==> config.mk <==
export PLATFORM = sky130hd
export DESIGN_NAME = eic_top
export DESIGN_NICKNAME = d
export VERILOG_FILES = /design/src/eic_pkg.sv /design/src/eic_settle_if.sv /design/src/eic_settle_timer.sv /design/src/eic_top.sv
export SDC_FILE = /design/constraint.sdc
export NUM_CORES = 1
export LEC_CHECK = 0
export BUFFER_PORTS_ARGS = -buffer_cell sky130_fd_sc_hd__buf_2
export CAP_MARGIN = 20
export CORE_ASPECT_RATIO = 0.8
export CORE_MARGIN = 2
export CORE_UTILIZATION = 60
export DETAILED_ROUTE_END_ITERATION = 7
export PLACE_DENSITY = 0.79
export SETUP_SLACK_MARGIN = 0.4
export SYNTH_ARGS = -nofsm -noshare
export SYNTH_HDL_FRONTEND = slang
export SYNTH_SLANG_ARGS = --single-unit
==> constraint.sdc <==
create_clock -name mclk_in -period 2.65 [get_ports mclk_in]
set_clock_uncertainty 0.15 [all_clocks]
set_input_delay 0.6625 -clock mclk_in [delete_from_list [all_inputs] [get_ports mclk_in]]
set_output_delay 0.6625 -clock mclk_in [all_outputs]
set_load 0.02 [all_outputs]
==> src/eic_pkg.sv <==
// constants and types for the event interrupt and oscillator control block
package eic_pkg;
  localparam logic [7:0] EIC_OP_WRITE = 8'h42;
  localparam logic [7:0] EIC_OP_READ = 8'hC2;
  localparam logic [15:0] EIC_REG_RESET = 16'h0000;
  localparam logic [15:0] EIC_REG_MASK = 16'h0FFF;
  localparam int EIC_OPC_BITS = 8;
  localparam int EIC_FRAME_BITS = 24;
  localparam int EIC_BIT_MON_EN = 11;
  localparam int EIC_BIT_MON_SEL = 10;
  localparam int EIC_BIT_IRQ_EN = 9;
  localparam int EIC_BIT_REPEAT = 8;
  localparam int EIC_BIT_PER_CYCLE = 7;
  localparam int EIC_SETTLE_LSB = 4;
  localparam logic [7:0] EIC_SETTLE_0 = 8'h10;
  localparam logic [7:0] EIC_SETTLE_1 = 8'h30;
  localparam logic [7:0] EIC_SETTLE_2 = 8'h60;
  localparam logic [7:0] EIC_SETTLE_3 = 8'h80;
  localparam logic [7:0] EIC_SETTLE_4 = 8'hA8;
  localparam logic [2:0] EIC_SETTLE_MAX_TIMED = 3'h4;

  typedef enum logic [1:0]
  {
    EIC_IDLE = 2'b00,
    EIC_SETTLE = 2'b01,
    EIC_MEASURE = 2'b10
  } eic_state_t;

  function automatic logic [7:0] eic_settle_len(input logic [2:0] code);
    logic [7:0] n;
    n = EIC_SETTLE_4;
    case (code)
      3'h0: n = EIC_SETTLE_0;
      3'h1: n = EIC_SETTLE_1;
      3'h2: n = EIC_SETTLE_2;
      3'h3: n = EIC_SETTLE_3;
      default: n = EIC_SETTLE_4;
    endcase
    return n;
  endfunction : eic_settle_len
endpackage : eic_pkg

==> src/eic_settle_if.sv <==
// link between the sequencer and the oscillator settle timer
`timescale 1ns/1ps
`default_nettype none
interface eic_settle_if;
  logic start;
  logic [2:0] code;
  logic tick32;
  logic osc_en;
  logic ready;
  modport seq (output start, output code, output tick32,
               input osc_en, input ready);
  modport tmr (input start, input code, input tick32,
               output osc_en, output ready);
endinterface : eic_settle_if
`default_nettype wire

==> src/eic_settle_timer.sv <==
// oscillator settle timer counted in slow clock periods
`timescale 1ns/1ps
`default_nettype none
module eic_settle_timer
  import eic_pkg::*;
(
  // clock and reset
  input wire logic mclk_in,
  input wire logic nrst_in,
  // sequencer side
  eic_settle_if.tmr st
);
  logic [7:0] cnt_q, cnt_d;
  logic busy_q, busy_d;
  logic cont;

  assign cont = st.code > EIC_SETTLE_MAX_TIMED;

  always_comb
  begin
    cnt_d = cnt_q;
    busy_d = busy_q;
    if (st.start && !cont)
    begin
      cnt_d = eic_settle_len(st.code);
      busy_d = 1'b1;
    end
    else if (busy_q && st.tick32)
    begin
      cnt_d = cnt_q - 8'h01;
      if (cnt_q == 8'h01)
        busy_d = 1'b0;
    end
  end

  always_ff @(posedge mclk_in or negedge nrst_in)
  begin
    if (!nrst_in)
    begin
      cnt_q <= 8'h00;
      busy_q <= 1'b0;
    end
    else
    begin
      cnt_q <= cnt_d;
      busy_q <= busy_d;
    end
  end

  // continuous codes skip the wait and hold the oscillator on
  // ready ignores start, so the sequencer sees no loop through it
  assign st.ready = cont || !busy_q;
  assign st.osc_en = cont || busy_q;
endmodule : eic_settle_timer
`default_nettype wire

==> src/eic_top.sv <==
// calibration and control register with event sequencing and pins
`timescale 1ns/1ps
`default_nettype none
module eic_top
  import eic_pkg::*;
(
  // clock and reset
  input wire logic mclk_in,
  input wire logic nrst_in,
  // serial register port, mode 0, msb first
  input wire logic spi_sclk_in,
  input wire logic spi_cs_n_in,
  input wire logic spi_mosi_in,
  output logic spi_miso_out,
  output logic spi_miso_oe_out,
  // slow reference clock pin
  input wire logic clk32_in,
  // measurement engine, same clock domain
  input wire logic cmd_start_in,
  input wire logic cmd_stop_in,
  input wire logic cycle_done_in,
  input wire logic seq_done_in,
  input wire logic dir_upstream_in,
  input wire logic [3:0] other_irq_in,
  input wire logic irq_ack_in,
  output logic meas_run_out,
  output logic osc_en_out,
  // comparator and pins
  input wire logic comparator_in,
  output logic comparator_monitor_pin_out,
  output logic irq_n_out
);
  eic_settle_if sif ();

  // two-stage synchronisers; stage 1 is read only by stage 2
  logic [4:0] s1_q, s2_q;
  logic sclk_prev_q, c32_prev_q;
  always_ff @(posedge mclk_in or negedge nrst_in)
  begin
    if (!nrst_in)
    begin
      // idle levels: serial clock low, chip select high, so no false edge
      s1_q <= 5'h02;
      s2_q <= 5'h02;
      sclk_prev_q <= 1'b0;
      c32_prev_q <= 1'b0;
    end
    else
    begin
      s1_q <= {comparator_in, clk32_in, spi_mosi_in, spi_cs_n_in,
               spi_sclk_in};
      s2_q <= s1_q;
      sclk_prev_q <= s2_q[0];
      c32_prev_q <= s2_q[3];
    end
  end

  logic sclk_rise, cs_n, mosi, cmp_s;
  assign sclk_rise = s2_q[0] && !sclk_prev_q;
  assign cs_n = s2_q[1];
  assign mosi = s2_q[2];
  assign cmp_s = s2_q[4];

  // serial frame: opcode byte then one 16-bit word
  logic [4:0] bit_q, bit_d;
  logic [15:0] sh_q, sh_d, tx_q, tx_d, reg_q, reg_d;
  logic [7:0] op_q, op_d;
  logic rd_q, rd_d;

  always_comb
  begin
    bit_d = bit_q;
    sh_d = sh_q;
    op_d = op_q;
    tx_d = tx_q;
    rd_d = rd_q;
    reg_d = reg_q;
    if (cs_n)
    begin
      bit_d = 5'h00;
      rd_d = 1'b0;
    end
    else if (sclk_rise)
    begin
      sh_d = {sh_q[14:0], mosi};
      if (bit_q < 5'(EIC_FRAME_BITS))
        bit_d = bit_q + 5'h01;
      if (bit_q == 5'(EIC_OPC_BITS - 1))
      begin
        op_d = {sh_q[6:0], mosi};
        rd_d = ({sh_q[6:0], mosi} == EIC_OP_READ);
        tx_d = reg_q;
      end
      else if (bit_q >= 5'(EIC_OPC_BITS))
        tx_d = {tx_q[14:0], 1'b0};
      if (bit_q == 5'(EIC_FRAME_BITS - 1) && op_q == EIC_OP_WRITE)
        reg_d = {sh_q[14:0], mosi} & EIC_REG_MASK;
    end
  end

  always_ff @(posedge mclk_in or negedge nrst_in)
  begin
    if (!nrst_in)
    begin
      bit_q <= 5'h00;
      sh_q <= 16'h0000;
      op_q <= 8'h00;
      tx_q <= 16'h0000;
      rd_q <= 1'b0;
      reg_q <= EIC_REG_RESET;
    end
    else
    begin
      bit_q <= bit_d;
      sh_q <= sh_d;
      op_q <= op_d;
      tx_q <= tx_d;
      rd_q <= rd_d;
      reg_q <= reg_d;
    end
  end

  assign spi_miso_out = tx_q[15];
  assign spi_miso_oe_out = rd_q && !cs_n;

  // sequencer: settle, measure, then repeat or stop
  eic_state_t st_q, st_d;
  logic irq_q, irq_d, run_q, run_d, settle_go;
  logic per_cycle, repeat_en;
  assign per_cycle = reg_q[EIC_BIT_PER_CYCLE];
  assign repeat_en = reg_q[EIC_BIT_REPEAT];

  always_comb
  begin
    st_d = st_q;
    settle_go = 1'b0;
    irq_d = irq_q;
    if (irq_ack_in)
      irq_d = 1'b0;
    case (st_q)
      EIC_IDLE:
        if (cmd_start_in)
        begin
          st_d = EIC_SETTLE;
          settle_go = 1'b1;
        end
      EIC_SETTLE:
        if (cmd_stop_in)
          st_d = EIC_IDLE;
        else if (sif.ready)
          st_d = EIC_MEASURE;
      EIC_MEASURE:
        if (cmd_stop_in)
          st_d = EIC_IDLE;
        else if (seq_done_in)
        begin
          // one sequence unless repeat is enabled
          if (repeat_en)
          begin
            st_d = EIC_SETTLE;
            settle_go = 1'b1;
          end
          else
            st_d = EIC_IDLE;
        end
      default:
        st_d = EIC_IDLE;
    endcase
    // the event wins over an acknowledge in the same cycle
    if (st_q == EIC_MEASURE && !cmd_stop_in)
    begin
      if (per_cycle && cycle_done_in)
        irq_d = 1'b1;
      else if (!per_cycle && seq_done_in)
        irq_d = 1'b1;
    end
    run_d = (st_d == EIC_MEASURE);
  end

  always_ff @(posedge mclk_in or negedge nrst_in)
  begin
    if (!nrst_in)
    begin
      st_q <= EIC_IDLE;
      irq_q <= 1'b0;
      run_q <= 1'b0;
    end
    else
    begin
      st_q <= st_d;
      irq_q <= irq_d;
      run_q <= run_d;
    end
  end

  assign sif.start = settle_go;
  assign sif.code = reg_q[EIC_SETTLE_LSB +: 3];
  assign sif.tick32 = s2_q[3] && !c32_prev_q;

  eic_settle_timer u_settle (
    .mclk_in(mclk_in),
    .nrst_in(nrst_in),
    .st(sif.tmr)
  );

  // pin outputs registered so they never glitch
  logic irq_n_q, irq_n_d, mon_q, mon_d;
  always_comb
  begin
    irq_n_d = !(reg_q[EIC_BIT_IRQ_EN] &&
                (irq_q || (|other_irq_in)));
    mon_d = 1'b0;
    if (reg_q[EIC_BIT_MON_EN])
      mon_d = reg_q[EIC_BIT_MON_SEL] ? cmp_s : dir_upstream_in;
  end

  always_ff @(posedge mclk_in or negedge nrst_in)
  begin
    if (!nrst_in)
    begin
      irq_n_q <= 1'b1;
      mon_q <= 1'b0;
    end
    else
    begin
      irq_n_q <= irq_n_d;
      mon_q <= mon_d;
    end
  end

  assign irq_n_out = irq_n_q;
  assign comparator_monitor_pin_out = mon_q;
  assign meas_run_out = run_q;
  // held on from settle into measure so the settled oscillator never drops
  assign osc_en_out = sif.osc_en || (st_q != EIC_IDLE);
endmodule : eic_top
`default_nettype wire

* Word level (Yosys, flattened, before mapping)
Index checks and enable logic that the tools add are counted.
** Cells by class
- Bitwise logic cells :: 1
- Div/mod/pow operators :: 0
- Mux-type cells :: 32
- Shift-type cells :: 0
- Add/sub/neg operators :: 2
- Multipliers :: 0
- Order comparisons :: 3
- Reductions and logical operators :: 39
- Eq/ne operators :: 11
** Operators with widths (number)
- 16-bit 2-to-1 mux :: 2
- 8-bit one-hot mux with 4 select lines :: 1
- 1-bit 2-to-1 mux :: 17
- 8-bit 2-to-1 mux :: 2
- 5-bit 2-to-1 mux :: 3
- 2-bit nonzero test :: 7
- 1-bit logical AND :: 10
- 2-bit 2-to-1 mux :: 5
- 3-bit AND reduction :: 3
- 8-bit by 1-bit equality test with 1-bit output, second input constant :: 1
- 8-bit by 7-bit equality test with 1-bit output, second input constant :: 1
- 8-bit equality test, second input constant :: 1
- 1-bit logical NOT :: 8
- 2-bit AND reduction :: 4
- 8-bit by 1-bit subtractor with 8-bit output, second input constant :: 1
- 3-bit by 2-bit equality test with 1-bit output, second input constant :: 2
- 2-bit one-hot mux with 3 select lines :: 1
- 5-bit by 1-bit adder with 5-bit output, second input constant :: 1
- 5-bit by 3-bit equality test with 1-bit output, second input constant :: 1
- 5-bit equality test, second input constant :: 1
- 5-bit by 4-bit >= comparator with 1-bit output, second input constant :: 1
- 5-bit < comparator, second input constant :: 1
- 2-bit equality test, second input constant :: 2
- 1-bit logical OR :: 4
- 8 further kinds :: 8
** Word-level totals
- RAM bits :: 0
- Bits in read-only memories :: 0
- Bits in latches :: 0
- Memories :: 0
- Register bits :: 80
- Output and inout bits :: 6
- Word-level logic and storage cells :: 105

* Logic depth before layout (Yosys ltp)
Gate-level depths: netlist of run 1.
- Depth after elaboration :: 7
- Gate-level depth with buffers :: 7

* Modules after synthesis
Synthesis of run 1 repeated with hierarchy kept, for this count alone.
** Unflattened totals
- Cells, all modules :: 300
- Area total of the unflattened synthesis :: 3482.1 sq um
** By module, submodules not included
- eic_top :: seq. area each 1780.5 sq um, area each 2870.3 sq um, times used 1, cells an instance 227
- eic_settle_timer :: seq. area each 225.2 sq um, area each 611.8 sq um, times used 1, cells an instance 73

* Least setup slack after synthesis of run 1
Ideal clock, no wire load.
- Kind :: register -> output
- Start :: register reg_q[6]
- End :: output port osc_en_out
- Path buffers :: 1
- Arrival :: 1176 ps
- Cell stages (with the launch flop) :: 4
- Slack :: 662 ps
- Cell sequence :: dfrtp_1 -> clkbuf_1 -> o21a_1 -> or4_1
** Between the ends
- Word-level cells in the longest chain between the ends :: 3
** Ends and longest elaborated chain
- start, declared :: RTL line eic_top.sv:66 : logic [15:0] sh_q, sh_d, tx_q, tx_d, reg_q, reg_d;
- start signal, assigned :: RTL line eic_top.sv:119 : reg_q <= reg_d;
- 3-bit > comparator :: RTL line eic_settle_timer.sv:17 : assign cont = st.code > EIC_SETTLE_MAX_TIMED;
- 1-bit logical OR :: RTL line eic_settle_timer.sv:53 : assign st.osc_en = cont || busy_q;
- 1-bit logical OR :: RTL line eic_top.sv:235 : assign osc_en_out = sif.osc_en || (st_q != EIC_IDLE);
- end, declared :: RTL line eic_top.sv:27 : output logic osc_en_out,
Every way passes these cells.

* Final worst setup path of run 1
- Start :: register reg_q[5]
- End :: output port osc_en_out
Same word-level chain as after synthesis.

==> results of run 1 <==
## per-stage QoR
| step | area [um2] | setup slack, ns | std cells | total power [W] | hold WS [ns] |
|---|---|---|---|---|---|
| 2_1_floorplan | 3420 | 0.662 | 267 | 0.00163 | 0.181 |
| 3_3_place_gp | 3620 | 0.607 | 362 | 0.00173 | 0.182 |
| 3_5_place_dp | 3620 | 0.560 | 362 | 0.00175 | 0.186 |
| 4_1_cts | 3870 | 0.318 | 382 | 0.00272 | 0.156 |
| 5_1_grt | 3880 | 0.266 | 382 | 0.00283 | 0.188 |
| 6_report | 3880 | 0.314 | 382 | 0.00269 | 0.158 |
## cells in the final DEF (no fill, tap or decap), types with 6 or more instances in the layout
cell and n:
mux2i_1 14, nand2_1 14, inv_1 6, clkbuf_8 9
dfrtp_1 73, mux2_2 23, nor2_1 23, nand3_1 6
mux2_4 10, buf_4 9, buf_2 21, a21oi_1 20
## timing repair
action,CTS,global route
setup buffers,4,0
endpoints found under the setup margin,1,3
pin swaps,1,0
resized for setup,4,1
## state kept, by name, summed over array words and instances, names as in the netlist
signal and count:
u_settle.cnt_q 8, c32_prev_q 1, sh_q 11, s2_q 5
sclk_prev_q 1, s1_q 5, tx_q 16, meas_run_out 1
bit_q 5, u_settle.busy_q 1, irq_q 1, irq_n_out 1
reg_q 12, comparator_monitor_pin_out 1, rd_q 1, op_q 8
st_q 2
## power groups by stage
stage	Sequential (W)	Clock, W	Combinational, W
2_1_floorplan	0.00144	0	0.000197
3_3_place_gp	0.00148	0	0.000256
3_5_place_dp	0.00148	0	0.000267
4_1_cts	0.00146	0.000996	0.000267
5_1_grt	0.00148	0.00105	0.000297
6_report	0.00146	0.000966	0.000263
## critical path, cell delays in order (launching register included)
cell and delay [ns]:
dfrtp_2 0.42, o21a_1 0.20, or4_1 0.39, buf_2 0.17
## worst max path at each step
stage                        start          to  slack [ns]
after global routing      reg_q[5]  osc_en_out        0.27
after global placement    reg_q[4]  osc_en_out        0.61
after detailed placement   s2_q[1]     tx_q[2]        0.56
after CTS                 reg_q[5]  osc_en_out        0.32
after floorplan           reg_q[6]  osc_en_out        0.66
final                     reg_q[5]  osc_en_out        0.31
## routing by layer
metal	up-vias	GRT usage [%]
met5	-	0
met4	0	7.24
met3	6	7.72
met2	48	32.4
met1	1082	28.5
li1	1007	-
## logic make-up after synthesis
logic type	after synthesis	synth area share [%]
adder cells (fa/ha/maj)	4	1.46
flip-flops	80	58.6
AO/OA/AOI/OAI	36	6.87
multiplexers	47	16.0
XOR/XNOR	10	2.56
AND/OR/NAND/NOR	74	12.0
buffers and inverters	16	2.52
## cell type report
| cell class | count | area, um2 |
|---|---|---|
| Clock buffer | 9 | 124 |
| Timing Repair Buffer | 31 | 193 |
| Tap cell | 78 | 97.6 |
| Sequential cell | 80 | 2010 |
| Fill cell | 377 | 1590 |
| Inverter | 6 | 22.5 |
| Clock inverter | 7 | 93.8 |
| Multi-Input combinational cell | 171 | 1340 |
==> out/metrics.csv, run 1 <==
metric,value,unit
outcome,"complete, no violations",
irDropWorstVdd,366,uV
report.final.slew_viol_count,0,
yosysWarnings,0,
sw_frac_of_total,25.5,%
r2r_end,op_q[0],
drive_gt1_share,31.3,%
initial_core_util,62.6,%
hold_class,input port to async pin,
clkLatencyLatePin,0.35,ns
area_growth,13.3,%
cp-start-kind,flop,
grt_pass1_vias,2154,
drc_errors,0,
tritoncts,built,
post-dp-hpwl,3.86,mm
synthCells,267,
synth.area.top_cells,"dfrtp_1 (56%), mux2_2 (7.6%), mux2_4 (4.4%)",
cp-end-kind,primary output,
max_slew_margin,62.3,%
rsz0062_at_grt,yes,
syn_nets,288,
clkTransAtPathRegs,0.08,ns
hold_buffers,0,
post-route-period-util,88.2,%
tightest_slew,0.565,ns
sequentialPowerShare,54.3,%
grt_pass1_wl,10.0,mm
dieArea,6330,um2
yosysSeqAreaShare,58.6,%
grt_usage,21.2,%
leakagePower,1.80,nW
dieHeight,71.6,um
path_max_fanout,2,
synth_common_cells,"dfrtp_1 (77), mux2_2 (23), nor2_1 (23)",
wl_per_cell,15.4,um
top_layer_used,met4,
route.vias.total,2143,
ys_types,49,
io_pins,23,
row_count,24,
antennaDiodeCount,0,
fmax,428,MHz
antenna_found_initial,0,
setup_viol,0,
clk_path_buf_depth,2,
r2r-start,bit_q[1],
ctsHtreeMaxLevel,3,
cts_made_buffers,9,
maxCapViolCount,0,
syn_avg_cell_area,12.8,um2
portBuffers,22,
intPower,0.00200,W
core_region_area,5470,um2
power_density,693,nW/um2
viasPerCell,5.61,
min_period,2.34,ns
routed_wl,5.89,mm
cts_sinks,80,
wl_met1,2.85,mm
drt-pass1-iter-count,4,
wl_met3,235,um
grt_overflow,0,
ant_nets,0,
synthArstFlopShare,100,%
grt_start_max_net_pins,46,
drt_iter0_drc,110,
nets,320,
pwr-share-comb,9.8,%
synth_flop_cell,dfrtp_1,
reg2reg_depth,4,
fin_util,71.0,%
crit_arrival,1.52,ns
synth_most_common_cell,dfrtp_1,
power.clock.fraction,35.9,%
ys_ff_latch,80,
hold_viol_final,0,
fin_setup_tns,0,ns
power_switching,0.000687,W
criticalPathCategory,flop to primary output,
yosys.area.top_type,dfrtp_1,
wl_met2,2.72,mm
synth-edff-count,0,
syn_area,3420,um2
r2r_slack,0.62,ns
die_w,88.5,um
gp_congestion,0.789,
cp.required,1.84,ns
cts-root-buf,clkbuf_8,
synth_top_area_share,56.3,%
Note: power is estimated with default switching activity, not from simulation.
==> run 2, diff against run 1 <==
- CORE_UTILIZATION: 60 -> 59
- PLACE_DENSITY: 0.79 -> 0.78
- clock period: 2.65 -> 2.4 ns (I/O delays scaled with it)
==> run 2 against run 1 <==
Global-route usage decreased by 0.22 points. Critical path depth unchanged. Combinational power increased by 17%. Clock power increased by 12%. Final cell count increased by 1.8%. Non-clock buffer count increased by 7. Die area increased by 1.6%. Count of clock-buffer cells in the layout increased by 2. Routed wire length increased by 1.9%. Critical endpoint unchanged.
==> out/metrics.csv, run 2 (synthesis gave the netlist of run 1 again) <==
metric,value,unit
cp-end-kind,primary output,
io_pins,23,
report.final.slew_viol_count,0,
max_slew_margin,68.4,%
grt_pass1_wl,10.0,mm
tightest_slew,0.474,ns
fin_hold_ws,0.200,ns
outcome,"complete, no violations",
drive_gt1_share,32.8,%
antennaDiodeCount,0,
antenna_found_initial,0,
die_w,89.2,um
grt_overflow,0,
leakagePower,1.84,nW
cts-root-buf,clkbuf_8,
grt_usage,21.0,%
drt_iter0_drc,88,
nets,327,
cp-start-kind,flop,
min_period,2.26,ns
clk_path_buf_depth,2,
post-dp-hpwl,3.96,mm
grt_start_max_net_pins,42,
dieHeight,72.1,um
cts_sinks,80,
cts_made_buffers,9,
ctsHtreeMaxLevel,3,
routed_wl,6.00,mm
grt_pass1_vias,2090,
r2r_slack,0.51,ns
drc_errors,0,
dieArea,6430,um2
drt-pass1-iter-count,4,
final_common_cell,dfrtp_1,
rsz0062_at_grt,yes,
irDropWorstVdd,439,uV
route.vias.total,2182,
criticalPathCategory,flop to primary output,
path_max_fanout,2,
initial_core_util,62.0,%
cp.required,1.65,ns
largestRegisters,"tx_q (16), reg_q (12), sh_q (11)",
fmax,443,MHz
setup_viol,0,
power_density,760,nW/um2
ant_nets,0,
core_region_area,5530,um2
maxCapViolCount,0,
clkLatencyLatePin,0.35,ns
fin_setup_tns,0,ns
area_growth,15.4,%
clkTransAtPathRegs,0.08,ns
wl_per_cell,15.4,um
hold_class,flop to flop,
row_count,24,
viasPerCell,5.61,
largest_reg_flops,16,
top_register,tx_q,
portBuffers,22,
gp_congestion,0.824,
hold_viol_final,0,
tritoncts,built,
post-route-period-util,94.1,%
crit_arrival,1.51,ns
final_cell_mix,"dfrtp_1 (74), nor2_1 (23), mux2_2 (23)",
-- run 2: cell types whose count changed in the layout (fill, tap and decap cells not counted), sizes merged --
| cell | change |
|---|---|
| dlygate4sd3 | +1 |
| clkbuf | +2 |
| buf | +6 |
| clkinv | -1 |
| inv | -1 |
-- run 2: final cells by class --
type,instances,area (um2)
clock buffers,11,141
clock inverters,5,80.1
fillers,375,1570
inverters,6,22.5
multi-input cells,171,1350
flip-flops and latches,80,2010
well taps,78,97.6
repair buffers,38,254
-- run 2: worst paths after layout --
kind / startpoint / end / cells past startpoint
worst max-delay path: reg_q[4] / osc_en_out / 3
worst min-delay path: s1_q[3] / s2_q[3] / 0
worst max register to register: bit_q[1] / reg_q[8] / 6
worst min register to register: s1_q[3] / s2_q[3] / 0
max in group asynchronous: nrst_in / s2_q[1] / 3
min in group asynchronous: nrst_in / comparator_monitor_pin_out / 2
-- run 2: repair_timing --
| action | in CTS | in global routing |
|---|---|---|
| hold buffers | 1 | 0 |
| endpoints found under the hold margin | 11 | 0 |
| pin swaps | 1 | 2 |
| gates resized for setup | 4 | 5 |
| endpoints found under the setup margin | 9 | 14 |
| setup buffers | 4 | 3 |
-- run 2: per-layer routing --
layer / routed length (um) / vias up / track usage [%]
met1: 2780 / 1097 / 29.1
li1: - / 1018 / -
met4: 66 / 0 / 7.96
met3: 349 / 9 / 6.48
met2: 2800 / 58 / 31.5
met5: 0 / - / 0
-- run 2: power by group --
group / switching [W] / internal [W]
sequential: 0.000149 / 0.00147
combinational: 0.000142 / 0.000165
clock: 0.000466 / 0.000613
-- run 2: worst max-delay path: stages (launching register included) --
cell and delay, ns:
dfrtp_2 0.41, o21a_1 0.20, or4_4 0.41, buf_6 0.15
-- run 2: stage by stage --
step	instances	util (%)	setup WS, ns	total power (W)	area, um2
after floorplan	267	-	0.474	0.00180	3420
after global placement	365	65.9	0.414	0.00192	3640
after detailed placement	365	65.9	0.369	0.00193	3640
after CTS	386	70.8	0.139	0.00301	3910
after global routing	389	71.5	0.0893	0.00315	3950
final	389	71.5	0.141	0.00300	3950
==> run 3, diff against run 2 <==
- CTS_BUF_LIST: not set -> sky130_fd_sc_hd__clkbuf_8 sky130_fd_sc_hd__clkbuf_16
==> run 3 against run 2 <==
Final cell count up 0.26%. Worst setup slack worse by 0.0013 ns. Count of clock-buffer cells in the layout fell by 1. Critical path depth did not move. Flip-flop and latch count unchanged. Sequential share of layout area fell by 0.096 points. Total power decreased by 0.20%. Design area up 0.19%. Die area stayed put. Register-to-register slack about the same.
==> out/metrics.csv, run 3 (synthesis gave the netlist of run 1 again) <==
metric,value,unit
outcome,"complete, no violations",
fin_util,71.6,%
worst_path_max_delay_cell,dfrtp_2,
report.final.slew_viol_count,0,
dieArea,6430,um2
cp-start-kind,flop,
design_area,3960,um2
hold_depth,0,
slowest_delay,0.41,ns
grt_pass1_vias,2090,
cp.required,1.65,ns
rsz0062_at_grt,yes,
drt_iter0_drc,96,
gp_congestion,0.824,
min_to,s2_q[3],
dieHeight,72.1,um
reg2reg_depth,6,
grt_start_max_net_pins,42,
cts_sinks,80,
critical_path.top_delay_family,flip-flops,
path_max_fanout,2,
hold_viol_final,0,
max_slew_margin,69.0,%
leakagePower,1.85,nW
r2r_end,reg_q[8],
drc_errors,0,
r2r_slack,0.51,ns
crit_buf_inv,1,
routed_wl,6.12,mm
hold_class,flop to flop,
die_w,89.2,um
antennaDiodeCount,0,
worstPathCellList,o21a_1 -> or4_4 -> buf_6,
fmax,442,MHz
route.vias.total,2179,
initial_core_util,62.0,%
final_common_cell,dfrtp_1,
clkTransAtPathRegs,0.08,ns
fin_hold_ws,0.200,ns
min-delay-start,s1_q[3],
power_density,757,nW/um2
largestRegisters,"tx_q (16), reg_q (12), sh_q (11)",
criticalPathCategory,flop to primary output,
antenna_found_initial,0,
maxCapViolCount,0,
ctsHtreeMaxLevel,3,
viasPerCell,5.59,
drive_gt1_share,33.0,%
grt_pass1_wl,10.0,mm
fin_setup_tns,0,ns
setup_viol,0,
portBuffers,22,
min_period,2.26,ns
clkLatencyLatePin,0.34,ns
final_cell_mix,"dfrtp_1 (74), nor2_1 (23), mux2_2 (23)",
io_pins,23,
post-dp-hpwl,3.96,mm
clk_path_buf_depth,2,
grt_overflow,0,
irDropWorstVdd,428,uV
tightest_slew,0.464,ns
r2r-start,bit_q[1],
cts-root-buf,clkbuf_8,
wl_per_cell,15.7,um
largest_reg_flops,16,
tritoncts,built,
core_region_area,5530,um2
drt-pass1-iter-count,4,
n_fill_cell,372,
ant_nets,0,
crit_arrival,1.51,ns
cts_made_buffers,9,
power,0.00300,W
place_area,3640,um2
row_count,24,
nets,328,
post-route-period-util,94.2,%
grt_usage,21.0,%
area_growth,15.6,%
cp-end-kind,primary output,
top_register,tx_q,
## run 3: repair_timing
item	CTS	global route
hold buffers	1	0
endpoints found under the setup margin	9	14
resized for setup	4	5
endpoints found under the hold margin	11	0
pin swaps	1	2
buffers inserted	4	4
## run 3: area by class of cell
| class | instances | area (um2) | area share [%] |
|---|---|---|---|
| inverter | 6 | 22.5 | 0.569 |
| multi-input combinational | 171 | 1350 | 34.0 |
| sequential | 80 | 2010 | 50.8 |
| tap | 78 | 97.6 | 2.47 |
| timing repair buffer | 39 | 262 | 6.61 |
| clock buffer | 10 | 138 | 3.48 |
| clock inverter | 6 | 83.8 | 2.12 |
## run 3: worst max path at each step
stage	startpoint	to	slack (ns)	depth (start not counted)
after detailed placement	bit_q[1]	op_q[2]	0.37	4
final	reg_q[4]	osc_en_out	0.14	3
after CTS	reg_q[5]	osc_en_out	0.14	3
after floorplan	reg_q[6]	osc_en_out	0.47	3
after global routing	reg_q[4]	osc_en_out	0.09	3
after global placement	reg_q[4]	osc_en_out	0.41	3
## run 3: power by group
part | switching [W] | internal, W | total (W)
Clock | 0.000466 | 0.000608 | 0.00107
Combinational | 0.000142 | 0.000166 | 0.000307
Sequential | 0.000147 | 0.00147 | 0.00162
## run 3: metal layers
layer	routed length (um)	GRT usage, %	vias up	share of wire (%)
li1	-	-	1021	-
met1	2830	29.1	1086	46
met4	66	7.96	0	1.1
met2	2910	31.5	63	48
met3	313	6.48	9	5.1
met5	0	0	-	0
## run 3: metrics by stage
stage / instances / worst slack (ns)
after floorplan: 267 / 0.474
after global placement: 365 / 0.414
after detailed placement: 365 / 0.369
after CTS: 386 / 0.139
after global routing: 390 / 0.0893
final: 390 / 0.140
